[config.mk]
export PLATFORM = sky130hd
export DESIGN_NAME = vga_general_control_decode
export DESIGN_NICKNAME = d
export VERILOG_FILES = /design/src/core/vga_general_control_decode.v
export VERILOG_INCLUDE_DIRS = /design/src /design/src/core
export SDC_FILE = /design/constraint.sdc
export NUM_CORES = 1
export LEC_CHECK = 0
export ABC_AREA = 0
export BUFFER_PORTS_ARGS = -buffer_cell sky130_fd_sc_hd__buf_2
export CORE_MARGIN = 2
export CORE_UTILIZATION = 35
export DETAILED_ROUTE_END_ITERATION = 10
export SETUP_SLACK_MARGIN = 0.5
export SLEW_MARGIN = 20
export SYNTH_ARGS = -nofsm -noshare
export SYNTH_HDL_FRONTEND = slang
export SYNTH_SLANG_ARGS = --single-unit
[constraint.sdc]
create_clock -name ref_clk -period 10.1 [get_ports ref_clk]
set_input_delay 1.515 -clock ref_clk [delete_from_list [all_inputs] [get_ports ref_clk]]
set_output_delay 1.515 -clock ref_clk [all_outputs]
set_load 0.1 [all_outputs]
[src/core/vga_gen_ctl_defines.vh]
`ifndef VGA_GEN_CTL_DEFINES_VH
`define VGA_GEN_CTL_DEFINES_VH
// I/O and memory offsets, equal in both spaces
`define ADDR_STATUS_ONE_MONO  16'h03ba
`define ADDR_STATUS_ONE_COLOR 16'h03da
`define ADDR_STATUS_ZERO      16'h03c2
`define ADDR_FEATURE_RD       16'h03ca
`define ADDR_MISC_RD          16'h03cc
`define ADDR_MISC_WR          16'h03c2
// Pixel pipeline config field positions
`define PIX_RES_MODE_BIT      0
`define PIX_WRAP_BIT          1
`define PIX_OVL_GAMMA_BIT     26
`define PIX_DSP_GAMMA_BIT     27
`define PIX_RESET             32'h00000000
`define PIX_WR_MASK           32'h0c1f9d03
// Misc output and feature control
`define MISC_COLOR_BIT        0
`define MISC_WIN_EN_BIT       1
`define MISC_RESET            8'h00
`define MISC_WR_MASK          8'hef
`define FEAT_RESET            8'h00
`define FEAT_WR_MASK          8'h08
// Status bit positions
`define ST1_RETRACE_BIT       0
`define ST1_VSYNC_BIT         3
`define ST0_CRT_INT_BIT       7
`define ST0_SENSE_BIT         4
// Legacy window
`define WIN_BASE              20'ha0000
`define WIN_END               20'hbffff
`define WRAP_MASK             20'h3ffff
`define CARVE_512K            32'h00080000
`define CARVE_1M              32'h00100000
`endif

[src/core/vga_general_control_decode.v]
`include "vga_gen_ctl_defines.vh"
module vga_general_control_decode (
	// Clock and reset
	input  wire        ref_clk,
	input  wire        reset,
	// Host register access
	input  wire        io_req,
	input  wire        mem_req,
	input  wire        wr_en,
	input  wire [15:0] reg_addr,
	input  wire [7:0]  wr_data,
	output reg  [7:0]  rd_data,
	output reg         rd_hit,
	// Pixel pipeline config access
	input  wire        pix_wr,
	input  wire [31:0] pix_wdata,
	output reg  [31:0] pix_rdata,
	// Legacy frame buffer window
	input  wire        win_req,
	input  wire [19:0] win_addr,
	input  wire [31:0] top_of_mem,
	input  wire        carve_1m,
	output reg         win_hit,
	output reg  [31:0] win_phys,
	// Timing from the display engine
	input  wire        h_active,
	input  wire        v_active,
	input  wire        v_sync,
	input  wire        crt_int_pend,
	input  wire        rgb_sense,
	input  wire [1:0]  video_feedback,
	// Control outputs
	output reg         res_mode_hi,
	output reg         dsp_gamma_en,
	output reg         ovl_gamma_en,
	output reg  [7:0]  misc_out,
	output reg  [7:0]  feature_out
);

	reg  [31:0] pix_cfg_r;
	reg  [7:0]  misc_r;
	reg  [7:0]  feat_r;
	reg  [1:0]  ha_s_r;
	reg  [1:0]  va_s_r;
	reg  [1:0]  vs_s_r;
	reg  [1:0]  ci_s_r;
	reg  [1:0]  rs_s_r;
	reg  [3:0]  vf_s_r;
	reg  [7:0]  rd_nxt;
	reg         hit_nxt;
	reg  [19:0] woff;
	wire        acc;
	wire        rd_req;
	wire        wr_req;
	wire [15:0] st1_addr;
	wire        misc_wr;
	wire        feat_wr;
	wire        win_in;
	wire [31:0] carve_size;

	// Exact match of a host offset, no index step involved
	function addr_is;
		input [15:0] addr;
		input [15:0] target;
		begin
			addr_is = (addr == target);
		end
	endfunction

	// Inside the legacy frame buffer window
	function in_window;
		input [19:0] addr;
		begin
			in_window = (addr >= `WIN_BASE) && (addr <= `WIN_END);
		end
	endfunction

	// Carve-out size taken from the top of memory
	function [31:0] carve_bytes;
		input one_meg;
		begin
			carve_bytes = one_meg ? `CARVE_1M : `CARVE_512K;
		end
	endfunction

	assign acc        = io_req | mem_req;
	assign rd_req     = acc & ~wr_en;
	assign wr_req     = acc & wr_en;
	assign st1_addr   = misc_r[`MISC_COLOR_BIT] ? `ADDR_STATUS_ONE_COLOR :
		`ADDR_STATUS_ONE_MONO;
	assign misc_wr    = wr_req & addr_is(reg_addr, `ADDR_MISC_WR);
	assign feat_wr    = wr_req & addr_is(reg_addr, st1_addr);
	assign win_in     = in_window(win_addr);
	assign carve_size = carve_bytes(carve_1m);

	// Pin synchronisers
	always @(posedge ref_clk) begin
		if (reset) begin
			ha_s_r <= 2'h0;
			va_s_r <= 2'h0;
			vs_s_r <= 2'h0;
			ci_s_r <= 2'h0;
			rs_s_r <= 2'h0;
			vf_s_r <= 4'h0;
		end else begin
			ha_s_r <= {ha_s_r[0], h_active};
			va_s_r <= {va_s_r[0], v_active};
			vs_s_r <= {vs_s_r[0], v_sync};
			ci_s_r <= {ci_s_r[0], crt_int_pend};
			rs_s_r <= {rs_s_r[0], rgb_sense};
			vf_s_r <= {vf_s_r[1:0], video_feedback};
		end
	end

	// Pixel pipeline config write
	always @(posedge ref_clk) begin
		if (reset)
			pix_cfg_r <= `PIX_RESET;
		else if (pix_wr)
			pix_cfg_r <= pix_wdata & `PIX_WR_MASK;
	end

	// Misc output write
	always @(posedge ref_clk) begin
		if (reset)
			misc_r <= `MISC_RESET;
		else if (misc_wr)
			misc_r <= wr_data & `MISC_WR_MASK;
	end

	// Feature control write, at the emulation-selected address
	always @(posedge ref_clk) begin
		if (reset)
			feat_r <= `FEAT_RESET;
		else if (feat_wr)
			feat_r <= wr_data & `FEAT_WR_MASK;
	end

	// Direct read decode
	always @* begin
		rd_nxt  = 8'h00;
		hit_nxt = 1'b0;
		if (rd_req) begin
			if (addr_is(reg_addr, `ADDR_STATUS_ZERO)) begin
				hit_nxt = 1'b1;
				rd_nxt[`ST0_CRT_INT_BIT] = ci_s_r[1];
				rd_nxt[`ST0_SENSE_BIT] = rs_s_r[1];
			end else if (addr_is(reg_addr, st1_addr)) begin
				hit_nxt = 1'b1;
				rd_nxt[`ST1_RETRACE_BIT] = ~ha_s_r[1] | ~va_s_r[1];
				rd_nxt[`ST1_VSYNC_BIT] = vs_s_r[1];
				rd_nxt[5:4] = vf_s_r[3:2];
			end else if (addr_is(reg_addr, `ADDR_FEATURE_RD)) begin
				hit_nxt = 1'b1;
				rd_nxt = feat_r;
			end else if (addr_is(reg_addr, `ADDR_MISC_RD)) begin
				hit_nxt = 1'b1;
				rd_nxt = misc_r;
			end
		end
	end

	// Window offset with optional wrap
	always @* begin
		woff = win_addr - `WIN_BASE;
		if (!pix_cfg_r[`PIX_WRAP_BIT])
			woff = woff & `WRAP_MASK;
	end

	// Registered read answer
	always @(posedge ref_clk) begin
		if (reset) begin
			rd_data <= 8'h00;
			rd_hit  <= 1'b0;
		end else begin
			rd_data <= rd_nxt;
			rd_hit  <= hit_nxt;
		end
	end

	// Registered window translation
	always @(posedge ref_clk) begin
		if (reset) begin
			win_hit  <= 1'b0;
			win_phys <= 32'h00000000;
		end else begin
			win_hit  <= win_req & misc_r[`MISC_WIN_EN_BIT] & win_in;
			win_phys <= top_of_mem - carve_size + {12'h000, woff};
		end
	end

	// Registered configuration copies
	always @(posedge ref_clk) begin
		if (reset) begin
			pix_rdata    <= 32'h00000000;
			res_mode_hi  <= 1'b0;
			dsp_gamma_en <= 1'b0;
			ovl_gamma_en <= 1'b0;
			misc_out     <= 8'h00;
			feature_out  <= 8'h00;
		end else begin
			pix_rdata    <= pix_cfg_r;
			res_mode_hi  <= pix_cfg_r[`PIX_RES_MODE_BIT];
			dsp_gamma_en <= pix_cfg_r[`PIX_DSP_GAMMA_BIT];
			ovl_gamma_en <= pix_cfg_r[`PIX_OVL_GAMMA_BIT];
			misc_out     <= misc_r;
			feature_out  <= feat_r;
		end
	end

endmodule // vga_general_control_decode

; After elaboration in Yosys (flattened, before gate mapping)
; Cells that the tools add are included.
[word_totals]
ff_bits = 103
word_cells = 63
input_bits = 123
out_inout_bits = 93
[classes]
n_bitwise = 13
add_sub_neg = 3
mux = 14
n_eq_ne = 4
n_reduce_logical = 5
n_lt_le_gt_ge = 2
[ops]
columns = cell, n
row1 = equality test 16 x 10 -> 1 bit (second input constant), 3
row2 = adder 32 x 20 -> 32 bit, 1
row3 = subtractor 32 x 21 -> 32 bit, 1
row4 = 2-to-1 mux 21 bit, 1
row5 = greater-or-equal comparator 20 bit (second input constant), 1
row6 = <= comparator 20 bit (second input constant), 1
row7 = 2-to-1 mux 20 bit, 1
row8 = subtractor 20 bit (second input constant), 1
row9 = equality test 16 x 10 -> 1 bit, 1
row10 = 2-to-1 mux 8 bit, 2
row11 = 2-to-1 mux 1 bit, 7
row12 = 2-to-1 mux 7 bit, 1
row13 = AND 1 bit, 6
row14 = OR reduction 6 bit, 1
row15 = inverter 1 bit, 5
row16 = OR reduction 4 bit, 1
row17 = 2-to-1 mux 3 bit, 1
row18 = OR reduction 3 bit, 1
row19 = 2-to-1 mux 2 bit, 1
row20 = OR 1 bit, 2
row21 = OR reduction 2 bit, 1
row22 = logical AND 1 bit, 1

; Logic depth before layout (Yosys ltp)
; Gate-level depths: netlist of the first run.
[logic_depth]
word_depth = 5
ltp_mapped = 13
ltp_nobuf = 13

; Worst setup path before layout of the first run
; Ideal clock, no wire load.
[synth_path]
path_type = input to register
start = input win_addr[17]
end = register win_phys[31]
path_stages = 13
n_path_buf = 0
setup_time_ps = 121
arrival_ps = 4151
setup_slack_ps = 5829
t_required_ps = 9979
path_cell_list = inv_1 -> ha_1 -> xnor2_1 -> and2_1 -> fa_1 -> ha_1 -> nand2_1 -> or4_1 -> o21ai_0 -> a31oi_1 -> o21ai_0 -> a211oi_1 -> mux2_2
[synth_via]
elab_chain_len = 3
[synth_rtl]
columns = element, line_no
row1 = "start, declared", vga_general_control_decode.v:20  ; input wire [19:0] win_addr,
row2 = subtractor 20 bit (no line), --
row3 = 2-to-1 mux 20 bit, vga_general_control_decode.v:166  ; if (!pix_cfg_r[`PIX_WRAP_BIT])
row4 = adder 32 x 20 -> 32 bit, vga_general_control_decode.v:188  ; win_phys <= top_of_mem - carve_size + {12'h000, woff};
row5 = "end signal, assigned", vga_general_control_decode.v:188
row6 = "end, declared", vga_general_control_decode.v:24  ; output reg [31:0] win_phys,
; No other way between the ends.
; A chain may end at the register's enable or synchronous reset.

; Worst setup path after layout of the first run
; Ends and elaborated chain as after synthesis.

==> impl_metrics.py, run 1 <==
metrics = {
    "outcome": {
        "outcome": "finished, final reports clean",
    },
    "die": {
        "rows": 45,
        "num_io_pins": 216,
        "initial_core_util": 0.358,
        "die_height_um": 128,
        "fp.dieW_um": 128,
        "die_area_mm2": 0.0165,
        "coreArea_mm2": 0.0151,
    },
    "clock_network": {
        "cts.sinks": 100,
        "htree_num_levels": 3,
        "clock_latency_ns": 0.34,
        "postCtsSetupBuffers": 0,
        "numCtsBuffers": 9,
        "clock_tree.buffer_depth": 2,
        "clk_pin_slew_ns": 0.07,
        "holdBufCountCts": 0,
        "cts_tree": "done",
        "root_buffer": "clkbuf_16",
        "cts_resized": 0,
    },
    "grt": {
        "grt_pass1_wl_um": 18800,
        "grt_usage": 0.144,
        "overflow": 0,
        "grt_antenna_before_repair": 0,
        "grt_pass1_vias": 4024,
        "grt_max_degree": 56,
    },
    "setup_path": {
        "crit_arrival_ns": 4.63,
        "cp-end-kind": "flop",
        "worstReg2RegEnd": "win_phys[31]",
        "reg2reg_slack_ns": 7.02,
        "start_kind": "input port",
        "required_ns": 10.34,
        "rr_worst_depth": 10,
        "crit_fanout": 6,
        "worstSetupPathType": "input port to flop",
        "r2r-start": "pix_cfg_r[1]",
    },
    "timing": {
        "relSlewSlack": 0.440,
        "finalSetupTns_ns": 0,
        "clock.fmax_ghz": 0.228,
        "slew_violations": 0,
        "rsz0062_at_grt": "no",
        "finalSetupViolCount": 0,
        "layout_setup_ws_ns": 5.71,
        "finClkSkew_ns": 0.00634,
        "finalWorstPathRequiredPeriod_ns": 4.39,
        "worst_pin_slew_ns": 0.834,
        "finalHoldViolCount": 0,
        "final.period_utilization": 0.435,
    },
    "min_path": {
        "min_to": "vf_s_r[2]",
        "hold_depth": 1,
        "hold_path_class": "flop to flop",
        "min-delay-start": "vf_s_r[0]",
    },
    "yosys": {
        "netlist_area_mm2": 0.00542,
        "synth_top_cell_by_area": "dfxtp_1",
        "synth_edf_count": 0,
        "syn_area_per_cell_um2": 8.55,
        "ys_seq_elements": 100,
        "ys_seq_area_frac": 0.370,
        "syn-instance-count": 633,
        "ys_types": 51,
        "async_flop_share": 0,
        "ys.flop_type": "dfxtp_1",
        "synth_top_area_share": 0.370,
        "ys_warn_count": 0,
        "synthTopCellsByArea": "dfxtp_1 (37%), ha_1 (12%), inv_1 (6.0%)",
    },
    "route": {
        "routed_wl_um": 11900,
        "final_antenna_net_count": 0,
        "firstDrtPassIters": 4,
        "num_vias": 4476,
        "drt_iter0_drc": 180,
        "post_drt_via_cell_ratio": 4.52,
        "route.detailed.drc": 0,
        "routedWlPerCell_um": 12.1,
    },
    "placed_design": {
        "hpwl_um": 9480,
        "port_buffers": 170,
        "gp_congestion": 0.803,
        "pre_cts_slack_ns": 5.34,
    },
    "power_and_ir_drop": {
        "ir_drop_mv": 0.0799,
        "p_per_area_mw_per_mm2": 189,
        "p_leak_uw": 0.00341,
    },
    "finish": {
        "multi_input_area_mm2": 0.00291,
        "antenna_cells": 0,
        "fill_cells": 1557,
        "regArea_mm2": 0.00200,
        "layout_common_cells": "buf_2 (169), dfxtp_1 (100), inv_1 (87)",
        "nets": 972,
        "drive_gt1_frac": 0.251,
        "mostFrequentLayoutCell": "buf_2",
        "syn2layout_area_growth_pct": 22.7,
    },
    "flow_run": {
        "cap_violations": 0,
    },
}
==> critical path: stages <==
cell and delay [ns]:
buf_2 0.09, inv_1 0.05, ha_1 0.21, xnor2_1 0.15, and2_1 0.17, fa_1 0.43
ha_1 0.42, nand2_1 0.14, or4_1 0.53, o21ai_0 0.20, a31oi_1 0.05, o21ai_0 0.21
a211oi_1 0.16, mux2_2 0.30
==> metal layers <==
| layer | vias up | GRT usage | part of all wire |
|---|---|---|---|
| met2 | 143 | 0.241 | 0.46 |
| li1 | 2379 | - | - |
| met5 | - | 0 | 0 |
| met3 | 9 | 0.0378 | 0.067 |
| met4 | 0 | 0.0407 | 0.011 |
| met1 | 1945 | 0.183 | 0.47 |
==> worst max path at each step <==
stage	start	endpoint	slack (ns)	depth (start not counted)
after floorplan	win_addr[17]	win_phys[31]	5.83	13
after global placement	win_addr[17]	win_phys[27]	5.38	12
after detailed placement	win_addr[17]	win_phys[27]	5.34	12
after CTS	win_addr[17]	win_phys[31]	5.69	12
after global routing	win_addr[17]	win_phys[31]	5.51	14
final	win_addr[17]	win_phys[31]	5.71	14
==> state kept, by name, indices dropped and copies added (netlist names), 2 cells and up <==
signal / count
pix_cfg_r: 14
misc_out: 7
rd_data: 8
win_phys: 32
vf_s_r: 4
ci_s_r: 2
pix_rdata: 13
vs_s_r: 2
ha_s_r: 2
va_s_r: 2
misc_r: 7
rs_s_r: 2
==> where the power goes <==
part	switching (uW)	internal, uW	total [uW]
sequential	7.27	425	432
combinational	355	112	467
clock	153	202	355
==> synth_stat cells (6+ instances only) <==
library cell	count
xnor2_1	13
o21a_1	8
xor2_1	7
mux2_2	9
a211oi_1	7
inv_1	87
nor3_1	9
mux2i_1	22
ha_1	51
clkbuf_1	9
a21o_1	7
dfxtp_1	100
and3_1	6
a21oi_1	34
o21ai_0	23
o21bai_1	6
buf_1	6
nor2b_1	50
nand2_1	27
nor2_1	66
buf_4	29
==> logic make-up after synthesis <==
logic type	count (synthesis)	share of synthesized area
simple gates	189	0.180
other cells	1	0.000692
compound gates	109	0.126
fa+ha+maj	52	0.122
mux	31	0.0594
flops	100	0.370
xor+xnor	20	0.0323
buf+inv	131	0.111
==> layout make-up <==
class	instances	share of cell area
Clock buffer	11	0.0365
Inverter	87	0.0491
Tap cell	188	0.0354
Multi-Input combinational cell	427	0.437
Sequential cell	100	0.301
Timing Repair Buffer	172	0.131
Clock inverter	5	0.00979
==> per-stage QoR <==
stage	total power (uW)	util	hold WS (ns)	cell area, um^2	cells
2_1_floorplan	832	-	0.414	5510	658
4_1_cts	1270	0.439	0.443	6650	990
3_5_place_dp	911	0.419	0.426	6340	974
6_report	1250	0.439	0.437	6650	990
5_1_grt	1320	0.439	0.455	6650	990
3_3_place_gp	910	0.419	0.416	6340	974
Note: power is estimated with default switching activity, not from simulation.
==> run 2: changes to the inputs <==
- clock period: 10.1 -> 4.15 ns (I/O delays scaled with it)
==> impl_metrics.py, run 2 (synthesis results as in run 1) <==
metrics = {
    "finish": {
        "reg_top3": "win_phys x32, pix_cfg_r x14, pix_rdata x13",
        "largest_reg_flops": 32,
        "drive_gt1_frac": 0.254,
        "antenna_cells": 0,
        "syn2layout_area_growth_pct": 22.7,
        "regMostFlops": "win_phys",
        "final_core_util": 0.439,
        "layout_common_cells": "buf_2 (169), dfxtp_1 (100), inv_1 (87)",
        "final_area_mm2": 0.00664,
        "nets": 973,
        "mostFrequentLayoutCell": "buf_2",
    },
    "clock_network": {
        "cts_tree": "done",
        "numCtsBuffers": 9,
        "clk_pin_slew_ns": 0.07,
        "root_buffer": "clkbuf_16",
        "cts.sinks": 100,
        "clock_latency_ns": 0.35,
        "holdBufCountCts": 0,
        "clock_tree.buffer_depth": 2,
        "htree_num_levels": 3,
    },
    "grt": {
        "grt_pass1_vias": 4129,
        "met2_usage": 0.253,
        "met3_usage": 0.0349,
        "grt_pass1_wl_um": 19600,
        "gr-max-usage-layer": "met2",
        "overflow": 0,
        "grt_antenna_before_repair": 0,
        "met1_usage": 0.189,
        "grt_usage": 0.148,
        "grt_max_degree": 52,
    },
    "flow_run": {
        "cap_violations": 0,
    },
    "route": {
        "final_antenna_net_count": 0,
        "num_vias": 4525,
        "routed_wl_um": 12100,
        "drt_iter0_drc": 150,
        "post_drt_via_cell_ratio": 4.57,
        "firstDrtPassIters": 4,
        "routedWlPerCell_um": 12.2,
        "route.detailed.drc": 0,
    },
    "setup_path": {
        "reg2reg_slack_ns": 1.24,
        "crit_fanout": 6,
        "worstSetupPathType": "input port to flop",
        "required_ns": 4.39,
        "crit_arrival_ns": 3.59,
        "start_kind": "input port",
        "cp-end-kind": "flop",
    },
    "die": {
        "num_io_pins": 216,
        "initial_core_util": 0.358,
        "fp.dieW_um": 128,
        "coreArea_mm2": 0.0151,
        "die_area_mm2": 0.0165,
        "die_height_um": 128,
        "rows": 45,
    },
    "timing": {
        "finalHoldViolCount": 0,
        "relSlewSlack": 0.454,
        "worst_pin_slew_ns": 0.813,
        "rsz0062_at_grt": "no",
        "finalWorstPathRequiredPeriod_ns": 3.35,
        "clock.fmax_ghz": 0.298,
        "slew_violations": 0,
        "final.period_utilization": 0.808,
        "hold_ws_ns": 0.438,
        "finalSetupViolCount": 0,
        "finalSetupTns_ns": 0,
        "finClkSkew_ns": 0.00514,
    },
    "power_and_ir_drop": {
        "ir_drop_mv": 0.217,
        "p_per_area_mw_per_mm2": 454,
        "p_leak_uw": 0.00341,
    },
    "placed_design": {
        "dpl_cell_area_mm2": 0.00635,
        "port_buffers": 170,
        "gp_congestion": 0.805,
        "hpwl_um": 9640,
    },
    "outcome": {
        "outcome": "finished, final reports clean",
    },
    "min_path": {
        "hold_path_class": "flop to flop",
    },
}
## run 2: changes by cell type in the layout (fill, tap and decap cells not counted), sizes merged
cell,previous run,this run
buf,172,173
bufinv,1,0
clkbuf,11,10
clkinvlp,0,2
## run 2: final cells by class
class	count	area, um^2
repair buffers	173	876
fillers	1560	8500
clock inverters	6	55.1
inverters	87	327
well taps	188	235
multi-input cells	427	2910
clock buffers	10	239
flip-flops and latches	100	2000
## run 2: what timing repair did
| action | in CTS | in global routing |
|---|---|---|
| setup endpoints to repair | 0 | 2 |
| setup buffers | 0 | 0 |
| resized for setup | 0 | 2 |
## run 2: through the flow
stage	cells	power (uW)	setup WS [ns]
2_1_floorplan	658	2030	0.771
3_3_place_gp	975	2220	0.389
3_5_place_dp	975	2220	0.371
4_1_cts	991	3060	0.731
5_1_grt	991	3190	0.538
6_report	991	3020	0.798
## run 2: power by group
part	internal, uW	switching [uW]
sequential	1030	18.7
combinational	276	866
clock	435	389
total	1740	1270
## run 2: critical path, cell delays in order
cell     delay (ns)
buf_2          0.09
inv_1          0.05
ha_1           0.19
xnor2_1        0.19
and2_1         0.19
fa_1           0.43
ha_2           0.39
nand2_1        0.11
or4_1          0.52
o21ai_1        0.15
a31oi_1        0.05
o21ai_0        0.08
buf_4          0.15
a21oi_1        0.08
mux2_2         0.27
## run 2: worst paths after layout
path | cells past startpoint | endpoint | startpoint
worst max-delay path | 15 | win_phys[27] | win_addr[17]
worst max register to register | 11 | win_phys[27] | pix_cfg_r[1]
worst min-delay path | 1 | ha_s_r[1] | ha_s_r[0]
worst min register to register | 1 | ha_s_r[1] | ha_s_r[0]
## run 2: routing by layer
metal,vias up,part of all wire
met4,0,0.010
met2,133,0.46
met5,-,0
met3,8,0.061
li1,2371,-
met1,2013,0.47
==> run 3: changes to the inputs <==
- clock period: 4.15 -> 2.8 ns (I/O delays scaled with it)
==> impl_metrics.py, run 3 (synthesis results as in run 1) <==
metrics = {
    "outcome": {
        "outcome": "finished, final reports clean",
    },
    "die": {
        "fp.dieW_um": 128,
        "coreArea_mm2": 0.0151,
        "die_height_um": 128,
        "initial_core_util": 0.358,
        "num_io_pins": 216,
        "rows": 45,
        "die_area_mm2": 0.0165,
    },
    "timing": {
        "clock.fmax_ghz": 0.361,
        "finalHoldViolCount": 0,
        "finalSetupViolCount": 0,
        "rsz0062_at_grt": "yes",
        "finalWorstPathRequiredPeriod_ns": 2.77,
        "slew_violations": 0,
        "finClkSkew_ns": 0.00374,
        "final.period_utilization": 0.988,
        "finalSetupTns_ns": 0,
        "worst_pin_slew_ns": 0.667,
        "relSlewSlack": 0.551,
    },
    "finish": {
        "layout_common_cells": "buf_2 (164), dfxtp_1 (100), inv_1 (79)",
        "reg_top3": "win_phys x32, pix_cfg_r x14, pix_rdata x13",
        "nets": 1026,
        "instances_no_fill": 1044,
        "drive_gt1_frac": 0.386,
        "mostFrequentLayoutCell": "buf_2",
        "largest_reg_flops": 32,
        "syn2layout_area_growth_pct": 40.6,
        "regMostFlops": "win_phys",
        "antenna_cells": 0,
    },
    "placed_design": {
        "dp.cells": 1020,
        "hpwl_um": 10200,
        "gp_congestion": 0.855,
        "port_buffers": 170,
    },
    "power_and_ir_drop": {
        "ir_drop_mv": 0.335,
        "p_per_area_mw_per_mm2": 639,
        "p_leak_uw": 0.00378,
    },
    "clock_network": {
        "htree_num_levels": 3,
        "numCtsBuffers": 9,
        "cts_tree": "done",
        "clock_latency_ns": 0.34,
        "holdBufCountCts": 0,
        "clk_pin_slew_ns": 0.07,
        "clock_tree.buffer_depth": 2,
        "cts.sinks": 100,
        "root_buffer": "clkbuf_16",
    },
    "setup_path": {
        "crit_fanout": 3,
        "cp-end-kind": "flop",
        "worstSetupPathType": "input port to flop",
        "start_kind": "input port",
        "crit_arrival_ns": 3.00,
        "required_ns": 3.04,
    },
    "grt": {
        "grt_pass1_wl_um": 20900,
        "overflow": 0,
        "grt_usage": 0.159,
        "grt_antenna_before_repair": 0,
        "grt_max_degree": 42,
        "grt_pass1_vias": 4482,
    },
    "route": {
        "firstDrtPassIters": 4,
        "post_drt_via_cell_ratio": 4.55,
        "num_vias": 4747,
        "final_antenna_net_count": 0,
        "route.detailed.drc": 0,
        "routed_wl_um": 13100,
        "drt_iter0_drc": 190,
        "routedWlPerCell_um": 12.5,
    },
    "flow_run": {
        "cap_violations": 0,
    },
    "min_path": {
        "hold_path_class": "input port to flop",
    },
}
[run 3: cell types whose count changed in the layout (fill, tap and decap cells not counted), moves of 5 or more]
cell,previous run,this run
a21oi_2,0,8
a21oi_1,34,24
nand2_1,27,21
o21ai_0,22,12
buf_6,0,9
buf_2,169,164
ha_1,50,40
ha_4,0,10
inv_1,87,79
o21ai_2,0,8
buf_4,4,50
[run 3: power by group]
| part | internal [uW] | total, uW | switching [uW] |
|---|---|---|---|
| clock network | 726 | 1290 | 560 |
| registers | 1530 | 1560 | 28.6 |
| logic | 616 | 2020 | 1410 |
[run 3: per-stage QoR]
stage,setup slack (ns),total power (uW),util,hold slack (ns),cell area [um^2]
floorplan,-0.0686,3070,-,0.414,5750
global placement,-0.463,3490,0.458,0.420,6940
detailed placement,-0.462,3490,0.458,0.422,6940
CTS,0.0607,4870,0.492,0.256,7440
global route,-0.0509,5120,0.503,0.254,7610
finish,0.0327,4870,0.503,0.264,7610
[run 3: path summary, 6_finish.rpt]
kind,to,slack [ns],depth (start not counted),startpoint
min,win_hit,0.26,2,win_addr[18]
max,win_phys[27],0.03,14,win_addr[17]
max reg2reg,win_phys[27],0.20,10,pix_cfg_r[1]
min reg2reg,ci_s_r[1],0.43,1,ci_s_r[0]
[run 3: routing by layer]
metal  track usage  vias up  wire length (um)
met5             0        -                 0
met4        0.0433        0               185
met1         0.196     2111              5930
li1              -     2479                 -
met2         0.280      144              6240
met3        0.0358       13               742
[run 3: critical path: stages]
cell,delay [ns]
buf_8,0.09
inv_8,0.03
ha_4,0.16
xnor2_4,0.17
and2_4,0.16
fa_2,0.45
ha_4,0.30
nand2_4,0.04
or4_4,0.45
o21ai_2,0.14
a31oi_1,0.06
o21ai_2,0.12
a21oi_2,0.09
mux2_4,0.30
[run 3: layout make-up]
cell class                      instances  area, um^2
Clock buffer                           10         239
Clock inverter                          6        68.8
Fill cell                            1459        7530
Inverter                               87         359
Multi-Input combinational cell        427        3360
Sequential cell                       100        2000
Tap cell                              188         235
Timing Repair Buffer                  226        1350
[run 3: repair_timing]
item                                    4_1_cts  5_1_grt
pin swaps                                    21       22
setup buffers                                 6        2
endpoints found under the setup margin       29       33
resized for setup                            37       36
